`src/rtl/uec_consts.svh`:
```
`ifndef UEC_CONSTS_SVH
`define UEC_CONSTS_SVH

// sizes
`define UEC_N_CTR 4
`define UEC_N_EV 8
`define UEC_LANES 8
`define UEC_CTR_W 48
`define UEC_N_SLICE 40
`define UEC_CAP_HI_W 9

// unit-relative register offsets
`define UEC_ADDR_UNIT_CTL 12'h000
`define UEC_ADDR_CTL0 12'h001
`define UEC_ADDR_UNIT_STATUS 12'h007
`define UEC_ADDR_CTR0 12'h008
`define UEC_ADDR_CAP_LO 12'h09C
`define UEC_ADDR_CAP_HI 12'h0A0

// field positions
`define UEC_CTL_CLEAR_BIT 17
`define UEC_UNIT_EN_BIT 0

// reserved bits and the write-only clear bit are never stored
`define UEC_CTL_WMASK 32'hFFD4FFFF

// reset values
`define UEC_CTL_RESET 32'h00000000
`define UEC_UNIT_EN_RESET 1'h0
`define UEC_CTR_RESET 48'h000000000000

`endif

```
`src/rtl/uec_pkg.sv`:
```
package uec_pkg;

    // counter_control_word layout, identical in every unit
    typedef struct packed {
        logic [7:0] compare_level;
        logic       compare_flip;
        logic       local_enable;
        logic       rsv21;
        logic       wrap_notify_enable;
        logic       rsv19;
        logic       rising_only;
        logic       counter_clear;
        logic       rsv16;
        logic [7:0] subevent_mask;
        logic [7:0] event_select;
    } uec_ctl_s;

    typedef struct packed {
        logic        wr;
        logic        rd;
        logic [11:0] addr;
        logic [63:0] wdata;
    } uec_req_s;

endpackage : uec_pkg

```
`src/rtl/uec_slice_cap.sv`:
```
`include "uec_consts.svh"

module uec_slice_cap (
    input wire logic clk, // core clock
    input wire logic rst, // async reset, high
    input wire logic [`UEC_N_SLICE-1:0] slice_present, // one bit per slice with its agent
    output logic [31:0] cap_lo_ff, // low capability word
    output logic [`UEC_CAP_HI_W-1:0] cap_hi_ff // high capability word, bits 8:0
);
    // sampled each cycle: presence is a strap-like level, never captured under reset
    always_ff @(posedge clk or posedge rst) begin
        if (rst) begin
            cap_lo_ff <= 32'h00000000;
            cap_hi_ff <= 9'h000;
        end else begin
            cap_lo_ff <= slice_present[31:0];
            cap_hi_ff <= {1'b0, slice_present[39:32]};
        end
    end
endmodule : uec_slice_cap

```
`src/rtl/uec_counter.sv`:
```
`include "uec_consts.svh"

module uec_counter (
    input wire logic clk, // core clock
    input wire logic rst, // async reset, high
    input wire uec_pkg::uec_ctl_s ctl, // paired control word
    input wire logic [`UEC_N_EV*`UEC_LANES-1:0] ev_lanes, // subevent lanes of all events
    input wire logic count_en, // enabled at every level
    input wire logic clr, // clear pulse
    input wire logic ld, // software load pulse
    input wire logic [`UEC_CTR_W-1:0] ld_data, // load value
    output logic [`UEC_CTR_W-1:0] count_ff, // event count
    output logic wrap // carry out of bit 47 this cycle
);
    logic [`UEC_LANES-1:0] lanes;
    logic [3:0] inc_raw;
    logic qual;
    logic fire;
    logic prev_ff;
    logic [3:0] inc;
    logic [`UEC_CTR_W:0] sum;

    always_comb begin
        lanes = '0;
        if (ctl.event_select < 8'(`UEC_N_EV)) begin
            lanes = ev_lanes[ctl.event_select[2:0]*`UEC_LANES +: `UEC_LANES] & ctl.subevent_mask;
        end
        inc_raw = 4'h0;
        for (int k = 0; k < `UEC_LANES; k++) begin
            inc_raw = inc_raw + {3'h0, lanes[k]};
        end
    end

    // threshold first, then flip and edge, so edge needs a nonzero level
    assign qual = ctl.compare_flip ? ({4'h0, inc_raw} < ctl.compare_level)
                                   : ({4'h0, inc_raw} >= ctl.compare_level);
    assign fire = ctl.rising_only ? (qual & ~prev_ff) : qual;
    assign inc = (ctl.compare_level == 8'h00) ? inc_raw : {3'h0, fire};
    assign sum = {1'b0, count_ff} + {45'h0, inc};
    assign wrap = count_en & sum[`UEC_CTR_W] & ~clr & ~ld;

    always_ff @(posedge clk or posedge rst) begin
        if (rst) begin
            prev_ff <= 1'b0;
        end else begin
            prev_ff <= qual;
        end
    end

    always_ff @(posedge clk or posedge rst) begin
        if (rst) begin
            count_ff <= `UEC_CTR_RESET;
        end else if (clr) begin
            count_ff <= `UEC_CTR_RESET;
        end else if (ld) begin
            count_ff <= ld_data;
        end else if (count_en) begin
            count_ff <= sum[`UEC_CTR_W-1:0];
        end
    end
endmodule : uec_counter

```
`src/rtl/uec_unit.sv`:
```
`include "uec_consts.svh"

module uec_unit #(
    parameter logic [5:0] UNIT_ID = 6'h00 // unit number carried in wrap messages
) (
    input wire logic clk, // core clock
    input wire logic rst, // async reset, high
    input wire logic reg_wr, // register write strobe
    input wire logic reg_rd, // register read strobe
    input wire logic [11:0] reg_addr, // register offset
    input wire logic [63:0] reg_wdata, // write data
    output logic [63:0] reg_rdata_ff, // read data
    output logic reg_rvalid_ff, // read data valid pulse
    input wire logic [`UEC_N_EV*`UEC_LANES-1:0] ev_lanes, // subevent lanes, 8 per event
    input wire logic global_count_en, // global enable from the hub, low when frozen
    input wire logic [`UEC_N_SLICE-1:0] slice_present, // slice presence straps
    output logic wrap_msg_valid_ff, // wrap message pulse to the hub
    output logic [5:0] wrap_msg_unit_ff, // unit named by the message
    output logic [`UEC_N_CTR-1:0] unit_wrap_flag_ff // sticky wrap flags
);
    uec_pkg::uec_req_s req;
    uec_pkg::uec_ctl_s ctl_ff [`UEC_N_CTR];
    logic unit_en_ff;
    logic [`UEC_CTR_W-1:0] count [`UEC_N_CTR];
    logic [`UEC_N_CTR-1:0] wrap_vec;
    logic [`UEC_N_CTR-1:0] notify_vec;
    logic [`UEC_N_CTR-1:0] clr_vec;
    logic [`UEC_N_CTR-1:0] ld_vec;
    logic [`UEC_N_CTR-1:0] ctl_wr_vec;
    logic [`UEC_N_CTR-1:0] en_vec;
    logic [`UEC_N_CTR-1:0] clear_mask;
    logic [`UEC_N_CTR-1:0] nxt_unit_wrap_flag;
    logic [31:0] cap_lo_ff;
    logic [`UEC_CAP_HI_W-1:0] cap_hi_ff;
    logic [63:0] nxt_reg_rdata;
    logic status_wr;
    logic unit_ctl_wr;

    assign req = '{wr: reg_wr, rd: reg_rd, addr: reg_addr, wdata: reg_wdata};
    assign status_wr = req.wr && req.addr == `UEC_ADDR_UNIT_STATUS;
    assign unit_ctl_wr = req.wr && req.addr == `UEC_ADDR_UNIT_CTL;

    uec_slice_cap u_cap (
        .clk(clk),
        .rst(rst),
        .slice_present(slice_present),
        .cap_lo_ff(cap_lo_ff),
        .cap_hi_ff(cap_hi_ff)
    );

    genvar i;
    generate
        for (i = 0; i < `UEC_N_CTR; i++) begin : g_ctr
            assign ctl_wr_vec[i] = req.wr && req.addr == 12'(`UEC_ADDR_CTL0 + i);
            // the clear bit acts on the write and is never stored, so it reads back as zero
            assign clr_vec[i] = ctl_wr_vec[i] && req.wdata[`UEC_CTL_CLEAR_BIT];
            assign ld_vec[i] = req.wr && req.addr == 12'(`UEC_ADDR_CTR0 + i);
            assign en_vec[i] = global_count_en && unit_en_ff && ctl_ff[i].local_enable;
            assign notify_vec[i] = ctl_ff[i].wrap_notify_enable;

            always_ff @(posedge clk or posedge rst) begin
                if (rst) begin
                    ctl_ff[i] <= uec_pkg::uec_ctl_s'(`UEC_CTL_RESET);
                end else if (ctl_wr_vec[i]) begin
                    ctl_ff[i] <= uec_pkg::uec_ctl_s'(req.wdata[31:0] & `UEC_CTL_WMASK);
                end
            end

            uec_counter u_ctr (
                .clk(clk),
                .rst(rst),
                .ctl(ctl_ff[i]),
                .ev_lanes(ev_lanes),
                .count_en(en_vec[i]),
                .clr(clr_vec[i]),
                .ld(ld_vec[i]),
                .ld_data(req.wdata[`UEC_CTR_W-1:0]),
                .count_ff(count[i]),
                .wrap(wrap_vec[i])
            );

        end
    endgenerate

    always_ff @(posedge clk or posedge rst) begin
        if (rst) begin
            unit_en_ff <= `UEC_UNIT_EN_RESET;
        end else if (unit_ctl_wr) begin
            unit_en_ff <= req.wdata[`UEC_UNIT_EN_BIT];
        end
    end

    // a wrap in the same cycle as a write-one clear keeps the flag set
    assign clear_mask = status_wr ? req.wdata[`UEC_N_CTR-1:0] : '0;
    assign nxt_unit_wrap_flag = (unit_wrap_flag_ff & ~clear_mask) | wrap_vec;

    always_ff @(posedge clk or posedge rst) begin
        if (rst) begin
            unit_wrap_flag_ff <= '0;
        end else begin
            unit_wrap_flag_ff <= nxt_unit_wrap_flag;
        end
    end

    // one message per cycle in which a notify-enabled counter wraps; the hub itself holds off further freezes until cleared
    always_ff @(posedge clk or posedge rst) begin
        if (rst) begin
            wrap_msg_valid_ff <= 1'b0;
            wrap_msg_unit_ff <= UNIT_ID;
        end else begin
            wrap_msg_valid_ff <= |(wrap_vec & notify_vec);
            wrap_msg_unit_ff <= UNIT_ID;
        end
    end

    always_comb begin
        nxt_reg_rdata = 64'h0000000000000000;
        if (req.addr == `UEC_ADDR_UNIT_CTL) begin
            nxt_reg_rdata[`UEC_UNIT_EN_BIT] = unit_en_ff;
        end else if (req.addr == `UEC_ADDR_UNIT_STATUS) begin
            nxt_reg_rdata[`UEC_N_CTR-1:0] = unit_wrap_flag_ff;
        end else if (req.addr == `UEC_ADDR_CAP_LO) begin
            nxt_reg_rdata[31:0] = cap_lo_ff;
        end else if (req.addr == `UEC_ADDR_CAP_HI) begin
            nxt_reg_rdata[`UEC_CAP_HI_W-1:0] = cap_hi_ff;
        end
        for (int k = 0; k < `UEC_N_CTR; k++) begin
            if (req.addr == 12'(`UEC_ADDR_CTL0 + k)) begin
                nxt_reg_rdata[31:0] = ctl_ff[k];
            end
            if (req.addr == 12'(`UEC_ADDR_CTR0 + k)) begin
                nxt_reg_rdata[`UEC_CTR_W-1:0] = count[k];
            end
        end
    end

    // unmapped reads answer zero; rdata holds until the next read
    always_ff @(posedge clk or posedge rst) begin
        if (rst) begin
            reg_rdata_ff <= 64'h0000000000000000;
            reg_rvalid_ff <= 1'b0;
        end else begin
            reg_rvalid_ff <= req.rd;
            if (req.rd) begin
                reg_rdata_ff <= nxt_reg_rdata;
            end
        end
    end
endmodule : uec_unit

```
`config.mk`:
```
export PLATFORM = sky130hd
export DESIGN_NAME = uec_unit
export DESIGN_NICKNAME = d
export VERILOG_FILES = /design/src/rtl/uec_pkg.sv /design/src/rtl/uec_slice_cap.sv /design/src/rtl/uec_counter.sv /design/src/rtl/uec_unit.sv
export VERILOG_INCLUDE_DIRS = /design/src /design/src/rtl
export SDC_FILE = /design/constraint.sdc
export NUM_CORES = 1
export LEC_CHECK = 0
export BUFFER_PORTS_ARGS = -buffer_cell sky130_fd_sc_hd__buf_2
export CAP_MARGIN = 20
export CORE_UTILIZATION = 35
export CTS_CLUSTER_DIAMETER = 200
export CTS_CLUSTER_SIZE = 10
export DETAILED_ROUTE_END_ITERATION = 10
export PLACE_DENSITY_LB_ADDON = 0.3
export SLEW_MARGIN = 30
export SYNTH_ARGS = -nofsm -noshare
export SYNTH_HDL_FRONTEND = slang
export SYNTH_SLANG_ARGS = --single-unit
```
`constraint.sdc`:
```
create_clock -name clk -period 14.1 [get_ports clk]
set_input_delay 2.115 -clock clk [delete_from_list [all_inputs] [get_ports clk]]
set_output_delay 2.115 -clock clk [all_outputs]
set_load 0.1 [all_outputs]
```
==> metrics.md <==
| Metric | Value |
|---|---|
| Status | finished with violations |
| Failing checks | DRC |
| Top cell type by total area after synthesis | dfrtp_1 |
| Dpl hpwl | 78900 um |
| Worst Path Buf+Inv | 6 |
| Final nets | 3057 |
| Iter 0 DRT Violations | 2996 |
| Final Worst Setup Slack | 4960 ps |
| CP max FO | 9 |
| Minimum hold slack | 500 ps |
| Maximum VDD drop | 0.0000790 V |
| Rows | 99 |
| Resized Gates After CTS | 0 |
| Drt pass-1 iters | 11 |
| CTS Buf Count | 46 |
| Clock buffer depth | 3 |
| CTS tree | done |
| Total placed instance area | 27900 um2 |
| Initial antenna violation count | 13 |
| Share of cells above drive strength 1 | 21.1% |
| Post-synth ARST share | 100% |
| Leakage | 12.0 nW |
| Period minus WS final | 9140 ps |
| Design Area, Final | 29200 um2 |
| Latest clock arrival within the worst-skew pair | 620 ps |
| CTS Sinks | 403 |
| FF+latch count, synth | 403 |
| Setup crit end kind | flop |
| Synth Flop Type | dfrtp_1 |
| Synth Cell Area | 25900 um2 |
| Syn Inst Count | 2659 |
| Min-Delay Path Class | flop to flop |
| Top cells by count, synth | 403 x dfrtp_1, 175 x o21ai_0, 165 x nand2_1, 165 x nor2_1 |
| Pin count of the biggest net entering global routing | 120 |
| Synth unique cells | 96 |
| # IOs | 261 |
| Clk_skew | 39.9 ps |
| Critical path data arrival time | 9660 ps |
| CTS H-tree lvls | 2 |
| Critical-path top delay cell | a2111oi_4 |
| Synth top area share | 38.9% |
| Post-CTS setup buffers | 0 |
| P per Cell Area | 86.5 nW/um2 |
| Final Setup Violations | 0 |
| Vias in the first global route | 22274 |
| Slew margin rel. | 31.6% |
| Maxcap violations | 0 |
| Final Hold Fails | 0 |
| RSZ-0062 raised after global routing | no |
| Wire per inst | 28.6 um |
| Port Buf Inserts | 222 |
| DP Worst Slack | 4430 ps |
| Fin crit share | 64.8% |
| Max frequency | 0.109 GHz |
| Clock slew at reported path FFs | 60 ps |
| Antenna Nets Post-Route | 0 |
| Leading cell type by number of instances after synthesis | dfrtp_1 |
| Starting density of the core | 35.4% |
| Die area | 75100 um2 |
| Largest cells by area after synthesis | dfrtp_1 39%, mux4_2 7.0%, mux2_2 5.5% |
| GP Congestion | 0.996 |
| Number of synthesized flops with an enable pin | 0 |
| First-pass GRT wire length | 157000 um |
| Mean Syn Cell Area | 9.74 um2 |
| Post-synthesis sequential area ratio | 38.9% |
| Die X | 274 um |
| Synth-to-Final Area Change | 12.7% |
| Placeable Area | 73100 um2 |
| Worst Setup Start Kind | primary input |
| Crit-path max cell delay | 890 ps |
| Top delay family on crit path | adder cells |
| Clock root cell | clkbuf_16 |
| Via count | 23728 |
| Max Slew Vio Count | 0 |
| Cts-stage hold buffer count | 0 |
| Final Util | 39.9% |
| Worst-Margin Slew | 1020 ps |
| Data required, critical path | 14620 ps |
| GRT Total Usage | 28.5% |
| Setup TNS | 0 ps |
| Via/cell ratio | 6.29 |
| Yosys warns | 0 |
| WL final | 108000 um |
| # DRC | 40 |
| GR Overflow Total | 0 |
| Critical path class | primary input to flop |
| Chip height | 274 um |
placed cells by master (no fill, tap or decap), types with 17 or more instances in the layout:
cell type and count:
nand2_1 164, a222oi_1 17, nor4_1 44, xnor2_1 66, mux2i_1 20, nor3_1 68
dfrtp_1 403, buf_4 50, xor2_1 64, ha_1 44, clkbuf_16 47, and4_1 19
a21oi_1 154, fa_1 20, mux4_2 80, mux2_2 127, conb_1 22, and3_1 57
nor2_1 163, a22oi_1 53, inv_1 100, o21ai_0 175, a211oi_1 93, o211ai_1 34
nor2b_1 18, buf_2 222, nand3_1 149, nand4_1 58
registers in the layout, indices dropped and copies added, names as in the netlist:
name and count:
g_ctr.u_ctr.count_ff 192, ctl_ff 112, reg_rdata_ff 48, u_cap.cap_lo_ff 32, u_cap.cap_hi_ff 8, g_ctr.u_ctr.prev_ff 4, unit_wrap_flag_ff 4, reg_rvalid_ff 1
unit_en_ff 1, wrap_msg_valid_ff 1
cells by family (layout without fill, tap and decap cells):
kind of cell	count (synthesis)	after routing	share of synthesized area [%]
other	1	23	0.0145
AO/OA/AOI/OAI	677	677	17.1
AND/OR/NAND/NOR	857	857	17.7
flip-flops	403	403	38.9
multiplexers	227	227	13.3
XOR/XNOR	130	130	4.40
buffers and inverters	300	430	4.95
adder cells (fa/ha/maj)	64	64	3.67
per-layer routing:
layer,share of wire (%),routed length [um],global-route usage (%),vias up
met5,0.069,75,0,-
met4,3.4,3720,9.56,12
met3,12,12800,6.97,210
met2,44,47500,42.6,1406
met1,41,43800,40.0,11853
li1,-,-,-,10247
path summary, 6_finish.rpt:
kind,depth (start not counted),slack (ps),start,to
min in group asynchronous,2,1590,rst,ctl_ff[14]
max in group asynchronous,4,10630,rst,reg_rdata_ff[43]
min,1,500,reg_rdata_ff[9],reg_rdata_ff[9]
max,28,4960,ev_lanes[56],g_ctr[0].u_ctr.count_ff[38]
min reg2reg,1,500,reg_rdata_ff[9],reg_rdata_ff[9]
max reg2reg,28,5620,ctl_ff[96],g_ctr[0].u_ctr.count_ff[38]
report_power, final:
part,total [mW],internal [mW],switching (mW),leakage [nW]
logic,0.243,0.0568,0.186,5.99
clock network,1.09,0.588,0.506,0.598
registers,1.19,1.17,0.0160,5.45
total,2.53,1.82,0.708,12.0
metrics by stage:
step | cells | power (mW)
after global routing | 3769 | 2.59
after CTS | 3768 | 2.53
after floorplan | 2680 | 1.35
final | 3770 | 2.53
after global placement | 3717 | 1.45
after detailed placement | 3718 | 1.45
area by class of cell:
cell class	instances	area, um2
sequential	403	10100
antenna	1	2.50
tap	959	1200
fill	7324	43900
multi-input combinational	1977	14700
clock buffer	47	1180
timing repair buffer	278	1570
inverter	102	395
clock inverter	3	37.5
worst register-to-register path, delay by kind of cell (launching register included):
kind,cells,cell delay (ps)
fa+ha+maj,8,3070
compound gates,6,2070
simple gates,6,1230
mux,2,760
buf+inv,6,720
flops,1,510
No activity file was read; power rests on OpenSTA's default activity.
